$ cat src/sbc_flag_map.svh
// Register offsets, field positions, reset values and timing of the flag bank
`ifndef SBC_FLAG_MAP_SVH
`define SBC_FLAG_MAP_SVH

// ****************************************
// Register offsets (7-bit SPI address)
// ****************************************
`define ADDR_THERMAL 7'h42
`define ADDR_DEVICE 7'h43
`define ADDR_BUS 7'h44

// ****************************************
// Field positions
// ****************************************
`define THERM_PREWARN_BIT 0
`define THERM_SHUTDOWN1_BIT 1
`define THERM_SHUTDOWN2_BIT 2
`define DEV_FAILURE_BIT 0
`define DEV_SPI_FAIL_BIT 1
`define DEV_WD_LSB 2
`define DEV_CAUSE_LSB 6
`define BUS_CAN_SUPPLY_UNDERVOLTAGE_FLAG_BIT 0
`define BUS_CAN_FAIL_LSB 1
`define BUS_SELECTIVE_WAKE_SYSTEM_ERROR_BIT 3
`define BUS_CAN_TIMEOUT_FLAG_BIT 4

// ****************************************
// Reset values and frame format
// ****************************************
`define RESET_THERMAL 8'h00
`define RESET_DEVICE 8'h00
`define RESET_BUS 8'h00
`define FRAME_BITS 5'h10
`define ADDR_BITS 5'h07
`define MODE_BITS 5'h08

// ****************************************
// Timing
// ****************************************
`define CLOCK_PERIOD_NS 10
`define TX_ENABLE_TIME_NS 4000
`define TX_ENABLE_CYCLES \
	(((`TX_ENABLE_TIME_NS) + (`CLOCK_PERIOD_NS) - 1) / (`CLOCK_PERIOD_NS))

`endif

$ cat src/sbc_flag_pkg.sv
// Types shared by the status flag bank
package sbc_flag_pkg;

	typedef logic [7:0] byte_t;

	typedef enum logic [1:0] {
		CAUSE_CLEARED,
		CAUSE_FAILURE,
		CAUSE_SLEEP,
		CAUSE_RESERVED
	} cause_e;

	typedef enum logic [1:0] {
		CAN_OK,
		CAN_THERMAL,
		CAN_TXD_DOM,
		CAN_BUS_DOM
	} can_fail_e;

	typedef enum logic [1:0] {
		TX_ON,
		TX_FAULT,
		TX_WAIT
	} tx_state_e;

endpackage

$ cat src/sbc_sync_bits.sv
// Two-flip-flop synchroniser, one chain per bit
`timescale 1ns/1ps
module sbc_sync_bits #(
	parameter int WIDTH = 1
) (
	input wire logic clock,
	input wire logic resetn,
	input wire logic [WIDTH-1:0] async,
	output logic [WIDTH-1:0] synced
);

	logic [WIDTH-1:0] meta_q;

	genvar i;
	generate
		for (i = 0; i < WIDTH; i = i + 1) begin : g_bit
			always_ff @(posedge clock or negedge resetn) begin
				if (!resetn) begin
					meta_q[i] <= 1'b0;
					synced[i] <= 1'b0;
				end else begin
					meta_q[i] <= async[i];
					synced[i] <= meta_q[i];
				end
			end
		end
	endgenerate

endmodule

$ cat src/sbc_spi_frame.sv
// SPI frame receiver: 16-bit LSB-first frames, address byte then data byte
`timescale 1ns/1ps
`include "sbc_flag_map.svh"
module sbc_spi_frame
	import sbc_flag_pkg::*;
(
	input wire logic clock,
	input wire logic resetn,
	input wire logic sclkSync,
	input wire logic csnSync,
	input wire logic mosiSync,
	input wire byte_t txByte,
	output logic [6:0] frameAddr,
	output logic frameClear,
	output logic frameDone,
	output logic frameValid,
	output logic miso
);

	logic sclkPrev_q;
	logic csnPrev_q;
	logic [15:0] shift_q;
	logic [4:0] count_q;
	byte_t tx_q;
	logic sclkRise;
	logic sclkFall;

	assign sclkRise = sclkSync & ~sclkPrev_q;
	assign sclkFall = ~sclkSync & sclkPrev_q;

	always_ff @(posedge clock or negedge resetn) begin
		if (!resetn) begin
			sclkPrev_q <= 1'b0;
			csnPrev_q <= 1'b1;
		end else begin
			sclkPrev_q <= sclkSync;
			csnPrev_q <= csnSync;
		end
	end

	// Bits arrive LSB first: 7 address bits, access mode, then data
	always_ff @(posedge clock or negedge resetn) begin
		if (!resetn) begin
			shift_q <= 16'h0000;
			count_q <= 5'h00;
			frameAddr <= 7'h00;
			frameClear <= 1'b0;
		end else if (csnSync) begin
			count_q <= 5'h00;
		end else if (sclkRise) begin
			shift_q <= {mosiSync, shift_q[15:1]};
			if (count_q <= `FRAME_BITS)
				count_q <= count_q + 5'h01;
			if (count_q == `ADDR_BITS) begin
				frameAddr <= shift_q[15:9];
				frameClear <= mosiSync;
			end
		end
	end

	// Register contents go out in the data byte of the same frame
	always_ff @(posedge clock or negedge resetn) begin
		if (!resetn) begin
			tx_q <= 8'h00;
			miso <= 1'b0;
		end else if (csnSync) begin
			miso <= 1'b0;
		end else if (sclkFall) begin
			if (count_q == `MODE_BITS) begin
				miso <= txByte[0];
				tx_q <= {1'b0, txByte[7:1]};
			end else if (count_q > `MODE_BITS) begin
				miso <= tx_q[0];
				tx_q <= {1'b0, tx_q[7:1]};
			end
		end
	end

	always_ff @(posedge clock or negedge resetn) begin
		if (!resetn) begin
			frameDone <= 1'b0;
			frameValid <= 1'b0;
		end else begin
			frameDone <= csnSync & ~csnPrev_q & (count_q != 5'h00);
			frameValid <= count_q == `FRAME_BITS;
		end
	end

endmodule

$ cat src/sbc_status_flag_bank.sv
// Status flag bank: thermal, device and bus status registers behind SPI
`timescale 1ns/1ps
`include "sbc_flag_map.svh"
module sbc_status_flag_bank
	import sbc_flag_pkg::*;
(
	input wire logic clock,
	input wire logic resetn,
	input wire logic spiClock,
	input wire logic spiSelectN,
	input wire logic spiDataIn,
	output logic spiDataOut,
	output logic spiDataOutEnable,
	input wire logic tempPrewarn,
	input wire logic tempShutdown1,
	input wire logic tempShutdown2,
	input wire logic busSilenceIndication,
	input wire logic canThermal,
	input wire logic txdDomTimeout,
	input wire logic busDomTimeout,
	input wire logic vcanBelowThreshold,
	input wire logic txdHigh,
	input wire logic softReset,
	input wire logic restartEntry,
	input wire logic restartFromFailure,
	input wire logic wakeFromFailSafe,
	input wire logic illegalSleepRequest,
	input wire logic sleepEntry,
	input wire logic sleepWithWakeFlags,
	input wire logic wdTriggerOk,
	input wire logic wdTriggerFail,
	input wire logic wdStopped,
	input wire logic wdStopByFailure,
	input wire logic [1:0] deviceConfig,
	input wire logic configSelect,
	input wire logic failOutputEvent,
	input wire logic selectiveWakeEnable,
	input wire logic swkConfigError,
	input wire logic swkCounterOverflow,
	input wire logic canModeBit1,
	input wire logic transceiverWakeOrOff,
	input wire logic modeNormalOrStop,
	input wire logic canTimeoutIrqMask,
	output logic failSafeRequest,
	output logic restartRequest,
	output logic failOutput,
	output logic canTimeoutIrq,
	output logic transmitEnable,
	output logic selectiveWakeAllowed
);

	// ****************************************
	// Pin synchronisers and SPI frame receiver
	// ****************************************
	logic [10:0] pinSync;
	logic sclkSync, csnSync, mosiSync;
	logic prewarnSync, shut1Sync, shut2Sync, silenceSync;
	logic canThermSync, txdDomSync, busDomSync, vcanLowSync;
	logic [6:0] frameAddr;
	logic frameClear, frameDone, frameValid;
	byte_t readByte;

	sbc_sync_bits #(.WIDTH(11)) u_sync (
		.clock(clock),
		.resetn(resetn),
		.async({spiClock, spiSelectN, spiDataIn, tempPrewarn,
			tempShutdown1, tempShutdown2, busSilenceIndication,
			canThermal, txdDomTimeout, busDomTimeout,
			vcanBelowThreshold}),
		.synced(pinSync)
	);

	assign {sclkSync, csnSync, mosiSync, prewarnSync, shut1Sync, shut2Sync,
		silenceSync, canThermSync, txdDomSync, busDomSync,
		vcanLowSync} = pinSync;

	sbc_spi_frame u_spi (
		.clock(clock),
		.resetn(resetn),
		.sclkSync(sclkSync),
		.csnSync(csnSync),
		.mosiSync(mosiSync),
		.txByte(readByte),
		.frameAddr(frameAddr),
		.frameClear(frameClear),
		.frameDone(frameDone),
		.frameValid(frameValid),
		.miso(spiDataOut)
	);

	always_ff @(posedge clock or negedge resetn) begin
		if (!resetn)
			spiDataOutEnable <= 1'b0;
		else
			spiDataOutEnable <= ~csnSync;
	end

	// ****************************************
	// Register clear decode
	// ****************************************
	function automatic logic clearHits(input logic [6:0] addr,
		input logic [6:0] target);
		clearHits = addr == target;
	endfunction

	logic clearStrobe;
	logic clrThermal, clrDevice, clrBus;
	logic wipe;

	// A clear takes effect only for a complete 16-bit frame with mode 1
	assign clearStrobe = frameDone & frameValid & frameClear;
	assign clrThermal = clearStrobe & clearHits(frameAddr, `ADDR_THERMAL);
	assign clrDevice = clearStrobe & clearHits(frameAddr, `ADDR_DEVICE);
	assign clrBus = clearStrobe & clearHits(frameAddr, `ADDR_BUS);
	assign wipe = softReset;

	// ****************************************
	// Thermal protection status
	// ****************************************
	logic [2:0] thermal_q;
	logic [2:0] thermalSet;

	assign thermalSet = {shut2Sync, shut1Sync, prewarnSync};

	// Restart entry does not touch the flags; only reset, soft reset and host clear do
	always_ff @(posedge clock or negedge resetn) begin
		if (!resetn)
			thermal_q <= 3'(`RESET_THERMAL);
		else if (wipe)
			thermal_q <= 3'h0;
		else if (clrThermal)
			thermal_q <= thermalSet;
		else
			thermal_q <= thermal_q | thermalSet;
	end

	always_ff @(posedge clock or negedge resetn) begin
		if (!resetn)
			failSafeRequest <= 1'b0;
		else
			failSafeRequest <= shut2Sync;
	end

	// ****************************************
	// Device information status
	// ****************************************
	cause_e cause_q;
	logic [1:0] wdCount_q;
	logic spiFail_q;
	logic failure_q;
	logic wdFrozen;
	logic wdAutoClear;
	logic [1:0] wdNext;
	logic wdActivates;
	logic wdFailFlag;

	// Configurations 2 and 4 hold the counter until a good trigger
	assign wdFrozen = deviceConfig[0] & (wdCount_q != 2'h0);
	assign wdAutoClear = wdTriggerOk |
		(wdStopped & ~wdStopByFailure & ~wdFrozen);
	assign wdNext = (wdCount_q == 2'h2) ? 2'h2 : wdCount_q + 2'h1;
	// Config 2 acts on the first failure, the others on the second
	assign wdActivates = (deviceConfig == 2'h1) ?
		(wdNext == 2'h1) : (wdNext == 2'h2);
	assign wdFailFlag = wdTriggerFail & wdActivates &
		~(~configSelect & (wdNext == 2'h1));

	always_ff @(posedge clock or negedge resetn) begin
		if (!resetn)
			wdCount_q <= 2'(`RESET_DEVICE >> `DEV_WD_LSB);
		else if (wipe)
			wdCount_q <= 2'h0;
		else if (wdTriggerFail)
			wdCount_q <= wdNext;
		else if (wdAutoClear)
			wdCount_q <= 2'h0;
	end

	always_ff @(posedge clock or negedge resetn) begin
		if (!resetn)
			restartRequest <= 1'b0;
		else
			restartRequest <= wdTriggerFail;
	end

	always_ff @(posedge clock or negedge resetn) begin
		if (!resetn)
			cause_q <= CAUSE_CLEARED;
		else if (wipe)
			cause_q <= CAUSE_CLEARED;
		else if (restartFromFailure | wakeFromFailSafe | illegalSleepRequest)
			cause_q <= CAUSE_FAILURE;
		else if (sleepEntry | sleepWithWakeFlags)
			cause_q <= CAUSE_SLEEP;
		else if (clrDevice)
			cause_q <= CAUSE_CLEARED;
	end

	always_ff @(posedge clock or negedge resetn) begin
		if (!resetn) begin
			spiFail_q <= 1'b0;
			failure_q <= 1'b0;
		end else if (wipe) begin
			spiFail_q <= 1'b0;
			failure_q <= 1'b0;
		end else begin
			spiFail_q <= (frameDone & ~frameValid) |
				(spiFail_q & ~clrDevice);
			failure_q <= wdFailFlag | failOutputEvent |
				(failure_q & ~clrDevice);
		end
	end

	always_ff @(posedge clock or negedge resetn) begin
		if (!resetn)
			failOutput <= 1'b0;
		else if (wipe)
			failOutput <= 1'b0;
		else if (wdFailFlag | failOutputEvent)
			failOutput <= 1'b1;
	end

	// ****************************************
	// Bus communication status
	// ****************************************
	logic canTimeout_q;
	logic selective_wake_system_error_q;
	can_fail_e canFail_q;
	logic vcanUv_q;
	logic timeoutSet, sysErrSet, vcanSet;
	logic canFailEvent;
	can_fail_e canFailCode;

	assign timeoutSet = selectiveWakeEnable & silenceSync;
	assign sysErrSet = selectiveWakeEnable &
		(swkConfigError | swkCounterOverflow);
	assign vcanSet = canModeBit1 & vcanLowSync;
	assign canFailEvent = canThermSync | txdDomSync | busDomSync;

	always_comb begin
		if (canThermSync)
			canFailCode = CAN_THERMAL;
		else if (txdDomSync)
			canFailCode = CAN_TXD_DOM;
		else if (busDomSync)
			canFailCode = CAN_BUS_DOM;
		else
			canFailCode = CAN_OK;
	end

	always_ff @(posedge clock or negedge resetn) begin
		if (!resetn) begin
			canTimeout_q <= 1'b0;
			selective_wake_system_error_q <= 1'b0;
			vcanUv_q <= 1'b0;
		end else if (wipe) begin
			canTimeout_q <= 1'b0;
			selective_wake_system_error_q <= 1'b0;
			vcanUv_q <= 1'b0;
		end else begin
			canTimeout_q <= timeoutSet | (canTimeout_q & ~clrBus);
			selective_wake_system_error_q <= sysErrSet | (selective_wake_system_error_q & ~clrBus);
			vcanUv_q <= vcanSet | (vcanUv_q & ~clrBus);
		end
	end

	always_ff @(posedge clock or negedge resetn) begin
		if (!resetn)
			canFail_q <= CAN_OK;
		else if (wipe)
			canFail_q <= CAN_OK;
		else if (canFailEvent)
			canFail_q <= canFailCode;
		else if (clrBus)
			canFail_q <= CAN_OK;
	end

	always_ff @(posedge clock or negedge resetn) begin
		if (!resetn) begin
			canTimeoutIrq <= 1'b0;
			selectiveWakeAllowed <= 1'b1;
		end else begin
			canTimeoutIrq <= timeoutSet & ~canTimeout_q &
				modeNormalOrStop & canTimeoutIrqMask;
			selectiveWakeAllowed <= ~selective_wake_system_error_q;
		end
	end

	// ****************************************
	// Transmitter enable and recovery
	// ****************************************
	tx_state_e txState_q;
	logic [15:0] txCount_q;
	logic txFault;

	// Live fault conditions; all share one recovery: TXD high for TX_ENABLE_CYCLES in TX_WAIT
	assign txFault = canThermSync |
		(txdDomSync & ~transceiverWakeOrOff) |
		(busDomSync & ~transceiverWakeOrOff) | vcanSet;

	always_ff @(posedge clock or negedge resetn) begin
		if (!resetn) begin
			txState_q <= TX_ON;
			txCount_q <= 16'h0000;
		end else begin
			case (txState_q)
				TX_ON: begin
					if (txFault)
						txState_q <= TX_FAULT;
				end
				TX_FAULT: begin
					txCount_q <= 16'h0000;
					if (!txFault)
						txState_q <= TX_WAIT;
				end
				TX_WAIT: begin
					if (txFault) begin
						txState_q <= TX_FAULT;
					end else if (!txdHigh) begin
						txCount_q <= 16'h0000;
					end else if (txCount_q ==
						16'(`TX_ENABLE_CYCLES - 1)) begin
						txState_q <= TX_ON;
					end else begin
						txCount_q <= txCount_q + 16'h0001;
					end
				end
				default: txState_q <= TX_ON;
			endcase
		end
	end

	always_ff @(posedge clock or negedge resetn) begin
		if (!resetn)
			transmitEnable <= 1'b1;
		else
			transmitEnable <= (txState_q == TX_ON) & ~txFault;
	end

	// ****************************************
	// Read multiplexer
	// ****************************************
	always_comb begin
		readByte = 8'h00;
		if (frameAddr == `ADDR_THERMAL) begin
			readByte = {5'h00, thermal_q};
		end else if (frameAddr == `ADDR_DEVICE) begin
			readByte = {cause_q, 2'h0, wdCount_q, spiFail_q, failure_q};
		end else if (frameAddr == `ADDR_BUS) begin
			readByte = {3'h0, canTimeout_q, selective_wake_system_error_q, canFail_q, vcanUv_q};
		end
	end

endmodule

$ cat config.mk
export PLATFORM = sky130hd
export DESIGN_NAME = sbc_status_flag_bank
export DESIGN_NICKNAME = d
export VERILOG_FILES = /design/src/sbc_flag_pkg.sv /design/src/sbc_sync_bits.sv /design/src/sbc_spi_frame.sv /design/src/sbc_status_flag_bank.sv
export VERILOG_INCLUDE_DIRS = /design/src
export SDC_FILE = /design/constraint.sdc
export NUM_CORES = 1
export LEC_CHECK = 0
export BUFFER_PORTS_ARGS = -buffer_cell sky130_fd_sc_hd__buf_4
export CAP_MARGIN = 30
export CORE_MARGIN = 2
export CORE_UTILIZATION = 52
export CTS_CLUSTER_SIZE = 25
export DETAILED_ROUTE_END_ITERATION = 12
export GPL_TIMING_DRIVEN = 0
export PLACE_DENSITY_LB_ADDON = 0.15
export SYNTH_ARGS = -nofsm -noshare
export SYNTH_HDL_FRONTEND = slang
export SYNTH_SLANG_ARGS = --single-unit
$ cat constraint.sdc
create_clock -name clock -period 2.27 [get_ports clock]
set_clock_uncertainty 0.2 [all_clocks]
set_input_delay 0.454 -clock clock [delete_from_list [all_inputs] [get_ports clock]]
set_output_delay 0.454 -clock clock [all_outputs]
set_load 0.05 [all_outputs]
==> run_results.csv, run 1 <==
group,metric,value,unit
setup_path,endpoint,"txCount_q[0]$_DFFE_PN0P_",
run,max_cap_violations,0,
synthesis,synth_nets,379,
floorplanning,die_x,90.6,µm
setup_path,r2r_start,"txCount_q[4]$_DFFE_PN0P_",
setup_path,cp-end-kind,"register",
power,switching_share,24.4,%
global_routing,overflow,0,
clocking,insertion_delay,350,ps
outcome,violations,"setup timing",
route,drt_iter0_drc,129,
sta,max_freq,438,MHz
synthesis,yosysSeqAreaShare,59.8,%
global_routing,grt_util_met3,3.59,%
synthesis,syn_area,0.00390,mm²
global_routing,busiest_layer,"met2",
floorplanning,die_height,90.6,µm
setup_path,critPathMaxStageDelay,560,ps
global_routing,grt_max_degree,75,
synthesis,avgSynthCellArea,11.5,µm²
clocking,h-tree-depth,3,
clocking,cts_tree,"done",
clocking,cts_max_path_buffers,2,
global_routing,first_global_vias,2710,
synthesis,syn_inst,338,
synthesis,synth_edf_count,0,
global_routing,grt_first_pass_wirelength,12800,µm
final_layout,layoutNonFillerInstCount,517,
setup_path,cp-start-kind,"register",
floorplanning,io_pins,44,
route,wl_per_cell,15.1,µm
placed_design,finalWeightedCongestion,0.840,
clocking,clkSlewWorstSetupHoldPaths,100,ps
floorplanning,core,0.00725,mm²
sta,min_period,2280,ps
sta,min_period_over_period,101,%
final_layout,layout_common_cells,"dfrtp_1, buf_4, nor2_1",
power,ir_worst_vdd,380,µV
hold_path,hp-class,"in -> reg",
power,clkPwrFrac,35.3,%
synthesis,yosysWarnings,0,
route,routed_wl,7790,µm
placed_design,dpl_worst_slack,-150,ps
sta,fin_ws,-14.6,ps
clocking,cts_made_buffers,9,
final_layout,layout.nets,454,
route,postRouteAntennaNets,0,
setup_path,cp.arrival,2310,ps
sta,tightest_slew,704,ps
sta,rsz0062_at_grt,"yes",
setup_path,cp-startpoint,"txCount_q[4]$_DFFE_PN0P_",
route,drc,0,
route,vias_per_cell,5.48,
placed_design,dp_hpwl,5020,µm
final_layout,finalCoreUtilization,67.8,%
power,pwr-share-seq,53.3,%
setup_path,worstRegToRegCells,5,
sta,finalHoldViolCount,0,
route,detail_route.first_pass.iterations,4,
setup_path,r2r_slack,-10,ps
clocking,cts.sinks,93,
floorplanning,dieArea,0.00820,mm²
synthesis,synthArstFlopShare,100,%
setup_path,cp_max_fo,6,
sta,slew_violations,0,
setup_path,slowest_stage,"or4_4",
power,p_comb_share,11.4,%
power,p_sw,0.834,mW
setup_path,worstPathRequired,2300,ps
final_layout,layout.cells.most_common,"dfrtp_1",
final_layout,n_antenna_cell,0,
setup_path,path_class,"reg -> reg",
floorplanning,rows,31,
sta,slew_headroom,52.4,%
power,p_leak,2.21,nW
clocking,cts_root_buffer,"clkbuf_8",
placed_design,port_buffers,42,
setup_path,timing.rr.end,"txCount_q[0]$_DFFE_PN0P_",
placed_design,placed_cells,480,
final_layout,syn2layout_area_growth,26.3,%
global_routing,grt_use_met2,29.9,%
global_routing,track_usage,19.4,%
power,power_density,695,mW/mm²
outcome,status,"finished with violations",
sta,hold_ws,52.5,ps
setup_path,worstPathCellList,"or4_4 > nor3_4 > a21o_4 > clkbuf_16 > mux2_4",
synthesis,synth.distinct_cells,55,
synthesis,synth-seq-cells,93,
final_layout,drive_gt1_share,27.5,%
global_routing,antenna_found_initial,0,
synthesis,ys.flop_type,"dfrtp_1",
global_routing,grt_util_met1,27.6,%
sta,setup_viol,1,
route,dr_total_vias,2834,
power,p_int,2.59,mW
floorplanning,initial_core_util,53.7,%
stage by stage:
step	power (mW)	area [µm²]	TNS, ps
5_1_grt	3.56	4920	-272
3_5_place_dp	2.18	4360	-2020
3_3_place_gp	2.17	4340	-1440
6_report	3.42	4920	-14.6
2_1_floorplan	2.03	3900	0
4_1_cts	3.40	4730	0
Yosys cell counts, drive strengths merged (4+ instances only):
library cell / count / area share, %
a21oi: 23 / 3.0
o21ai: 9 / 1.2
inv: 18 / 1.7
mux2i: 4 / 1.0
a22oi: 7 / 1.3
nand2b: 8 / 1.3
nand2: 25 / 2.4
nor2: 30 / 2.9
nand3: 11 / 1.4
or4: 8 / 1.6
and3: 6 / 0.96
a31oi: 4 / 0.64
o211ai: 5 / 0.96
nand4: 8 / 1.3
clkbuf: 4 / 0.39
ha: 5 / 1.6
mux2: 16 / 4.6
dfrtp: 90 / 58
nor3: 4 / 0.80
o31ai: 5 / 0.96
worst min path at each step:
stage                                  endpoint  cells past startpoint                         from  slack [ps]
global placement     u_sync.synced[8]$_DFF_PN0_                      0   u_sync.meta_q[8]$_DFF_PN0_         130
CTS                    restartRequest$_DFF_PN0_                      1                wdTriggerFail          40
global route           restartRequest$_DFF_PN0_                      1                wdTriggerFail          40
finish                 restartRequest$_DFF_PN0_                      1                wdTriggerFail          50
detailed placement  u_sync.synced[10]$_DFF_PN0_                      0  u_sync.meta_q[10]$_DFF_PN0_         130
floorplan              canFail_q[0]$_DFFE_PN0P_                      0                       resetn         -40
logic make-up after synthesis:
family / after synthesis / synth area share (%)
flops: 93 / 59.8
xor+xnor: 4 / 0.899
buf+inv: 24 / 3.02
compound gates: 71 / 12.2
simple gates: 121 / 16.8
mux: 20 / 5.65
fa+ha+maj: 5 / 1.61
routing by layer:
layer | part of all wire [%] | vias up
li1 | - | 1366
met1 | 47 | 1388
met2 | 48 | 70
met3 | 4.1 | 10
met4 | 1.3 | 0
met5 | 0 | -
worst max-delay path, delay by kind of cell (launching register included):
kind | cells | cell delay (ps)
compound gates | 1 | 210
buf+inv | 1 | 150
flops | 1 | 450
mux | 1 | 290
simple gates | 2 | 870
power groups by stage:
stage / clock, mW / sequential (mW) / combinational (mW)
final: 1.21 / 1.82 / 0.390
after global placement: 0 / 1.85 / 0.317
after detailed placement: 0 / 1.85 / 0.330
after global routing: 1.29 / 1.84 / 0.431
after floorplan: 0 / 1.86 / 0.174
after CTS: 1.23 / 1.82 / 0.349
registers in the layout, summed over array words and instances, names as in the netlist, 2 cells and up:
| signal | cells |
|---|---|
| canFail_q | 2 |
| cause_q | 2 |
| thermal_q | 3 |
| txCount_q | 16 |
| txState_q | 2 |
| u_spi.count_q | 5 |
| u_spi.frameAddr | 7 |
| u_spi.shift_q | 7 |
| u_spi.tx_q | 7 |
| u_sync.meta_q | 11 |
| u_sync.synced | 11 |
| wdCount_q | 2 |
repair_timing:
item / 4_1_cts / 5_1_grt
pin swaps: 2 / 9
gates cloned: 0 / 2
hold buffers: 12 / 0
hold endpoints to repair: 29 / 0
gates resized for setup: 4 / 21
setup endpoints to repair: 19 / 38
setup buffers: 1 / 6
cell type report:
type                            instances  area [µm²]
Clock inverter                          6        92.6
Buffer                                  6        52.6
Clock buffer                           10         128
Multi-Input combinational cell        221        1560
Inverter                               18        67.6
Timing Repair Buffer                   64         566
Tap cell                               99         124
Fill cell                             539        2330
Sequential cell                        93        2330
Power figures use the tool's default switching activity.
==> run 2: changes to the inputs <==
Settings changed: ABC_AREA set to 1, CORE_UTILIZATION 52 to 53.
==> run 2 against run 1 <==
Effect of this change:
- the flow now finishes without violations
- total power fell by 7.5%
- cell count rose by 29%
- clock-buffer cell count did not move
- final area rose by 1.6%
- first-iteration DRC count rose by 20%
- utilization fell by 3.1 points
- sequential power fell by 2%
- wire length rose by 10%
- critical path depth rose by 4
- sequential share of layout area fell by 0.78 points
- sequential cell count did not move
- maximum frequency rose by 11%
- critical endpoint is now u_spi.tx_q[3]$_DFFE_PN0P_
==> run_results.csv, run 2 <==
group,metric,value,unit
final_layout,biggestRegsByFlops,"txCount_q: 16 flops, u_sync.meta_q: 11 flops, u_sync.synced: 11 flops",
synthesis,syn_inst,493,
floorplanning,die_x,93.2,µm
route,drc,0,
route,detail_route.first_pass.iterations,5,
clocking,cts.sinks,93,
final_layout,layout.nets,600,
final_layout,drive_gt1_share,14.9,%
clocking,h-tree-depth,3,
clocking,ctsHoldBuffers,12,
floorplanning,initial_core_util,54.6,%
final_layout,largest_reg_flops,16,
setup_path,r2r_slack,220,ps
setup_path,cp.arrival,2080,ps
setup_path,critPathMaxStageDelay,410,ps
setup_path,worstPathRequired,2300,ps
synthesis,synth_nets,534,
final_layout,layout.cells.most_common,"nand2_1",
clocking,cts_setup_buffers,0,
sta,finalHoldViolCount,0,
final_layout,regMostFlops,"txCount_q",
synthesis,ys.flop_type,"dfrtp_1",
power,p_leak,2.46,nW
synthesis,yosys-top-cells-count,"nand2_1, dfrtp_1, inv_1, nor2_1, nand3_1",
setup_path,slowest_stage,"dfrtp_1",
synthesis,avgSynthCellArea,8.56,µm²
route,vias_per_cell,5.13,
sta,tightest_slew,692,ps
floorplanning,die_height,93.2,µm
placed_design,dp_hpwl,6270,µm
global_routing,grt_first_pass_wirelength,15000,µm
global_routing,first_global_vias,3341,
synthesis,synth_top_cell_area_share,53.3,%
hold_path,hp-class,"in -> reg",
synthesis,syn_area,0.00422,mm²
clocking,cts_tree,"done",
sta,setup_viol,0,
synthesis,yosysSeqAreaShare,55.2,%
setup_path,cpMostUsedCell,"inv_1",
route,routed_wl,8590,µm
global_routing,antenna_found_initial,0,
clocking,clkSlewWorstSetupHoldPaths,90,ps
route,wl_per_cell,12.9,µm
synthesis,yosysTopAreaCell,"dfrtp_1",
placed_design,port_buffers,42,
synthesis,yosysWarnings,0,
synthesis,post-synth-top-count-cell,"nand2_1",
setup_path,worstPathCellList,"inv_1 > ha_1 > inv_1 > nor2_1 > nand3_1 > nand2_1 > inv_1 > a22oi_1 > o21ai_0",
sta,fin_ws,218,ps
sta,slew_headroom,53.5,%
synthesis,synth_edf_count,0,
setup_path,cp-end-kind,"register",
sta,max_freq,487,MHz
setup_path,path_class,"reg -> reg",
synthesis,synth_top_cells_by_area,"dfrtp_1, nand2_1, inv_1",
clocking,cts_made_buffers,9,
synthesis,synth-seq-cells,93,
synthesis,synth.distinct_cells,35,
floorplanning,core,0.00773,mm²
route,drt_iter0_drc,155,
global_routing,overflow,0,
run,max_cap_violations,0,
power,ir_worst_vdd,335,µV
global_routing,track_usage,21.8,%
sta,slew_violations,0,
global_routing,grt_max_degree,57,
clocking,cts.repair.resized,0,
power,power_density,633,mW/mm²
sta,min_period,2050,ps
route,postRouteAntennaNets,0,
clocking,insertion_delay,350,ps
floorplanning,dieArea,0.00869,mm²
placed_design,finalWeightedCongestion,0.938,
floorplanning,rows,32,
clocking,cts_max_path_buffers,2,
outcome,status,"completed",
synthesis,synthArstFlopShare,100,%
sta,tns,0,ps
final_layout,layout_common_cells,"nand2_1, dfrtp_1, inv_1",
sta,min_period_over_period,90.4,%
sta,rsz0062_at_grt,"no",
final_layout,syn2layout_area_growth,18.5,%
placed_design,dpl_worst_slack,253,ps
floorplanning,io_pins,44,
setup_path,cp_max_fo,6,
final_layout,n_antenna_cell,0,
setup_path,cp-start-kind,"register",
clocking,cts_root_buffer,"clkbuf_8",
route,dr_total_vias,3413,
[run 2: final cells by class]
| cell class | count | area (µm²) |
|---|---|---|
| flip-flops and latches | 93 | 2330 |
| plain buffers | 7 | 53.8 |
| well taps | 102 | 128 |
| clock buffers | 10 | 128 |
| repair buffers | 55 | 463 |
| clock inverters | 5 | 61.3 |
| fillers | 655 | 2730 |
| inverters | 73 | 274 |
| multi-input cells | 320 | 1560 |
[run 2: path summary, 6_finish.rpt]
kind,from,endpoint,cells after the start
min,wdTriggerFail,restartRequest$_DFF_PN0_,1
max in group asynchronous,resetn,transmitEnable$_DFF_PN1_,3
min reg2reg,u_sync.meta_q[9]$_DFF_PN0_,u_sync.synced[9]$_DFF_PN0_,0
min in group asynchronous,resetn,u_spi.tx_q[1]$_DFFE_PN0P_,2
max,u_spi.count_q[0]$_DFFE_PN0P_,u_spi.tx_q[3]$_DFFE_PN0P_,9
max reg2reg,u_spi.count_q[0]$_DFFE_PN0P_,u_spi.tx_q[3]$_DFFE_PN0P_,9
[run 2: through the flow]
step | total power, mW | cell area [µm²] | utilization [%] | std cells | hold slack [ps]
4_1_cts | 3.20 | 5000 | 64.7 | 665 | 34.6
2_1_floorplan | 1.96 | 4220 | - | 493 | -41.6
6_report | 3.16 | 5000 | 64.7 | 665 | 50.1
3_3_place_gp | 2.09 | 4660 | 60.4 | 637 | 131
5_1_grt | 3.31 | 5000 | 64.7 | 665 | 27.1
3_5_place_dp | 2.11 | 4690 | 60.7 | 638 | 135
[run 2: logic make-up after synthesis]
group / Yosys count / share of synthesized area (%)
fa+ha+maj: 5 / 1.48
compound gates: 64 / 8.68
simple gates: 249 / 26.4
xor+xnor: 2 / 0.415
flops: 93 / 55.2
buf+inv: 80 / 7.77
[run 2: where the power goes]
part           leakage, nW  switching (mW)  internal (mW)
combinational         1.16           0.191          0.123
sequential            1.20          0.0431           1.73
clock               0.0967           0.563          0.510
[run 2: metal layers]
layer / up-vias / global-route usage, % / share of wire, %
met5: - / 0 / 0
met4: 0 / 6.86 / 1.3
met3: 11 / 3.63 / 4.8
met2: 84 / 35.7 / 46
met1: 1612 / 29.9 / 48
li1: 1706 / - / -
[run 2: critical path: cells and delay by family, from the launching register on]
kind                       cells  cell delay [ps]
and+or+nand+nor                3              680
DFF                            1              410
adders and majority gates      1              160
buffers and inverters          3              250
AOI/OAI and AO/OA              2              240
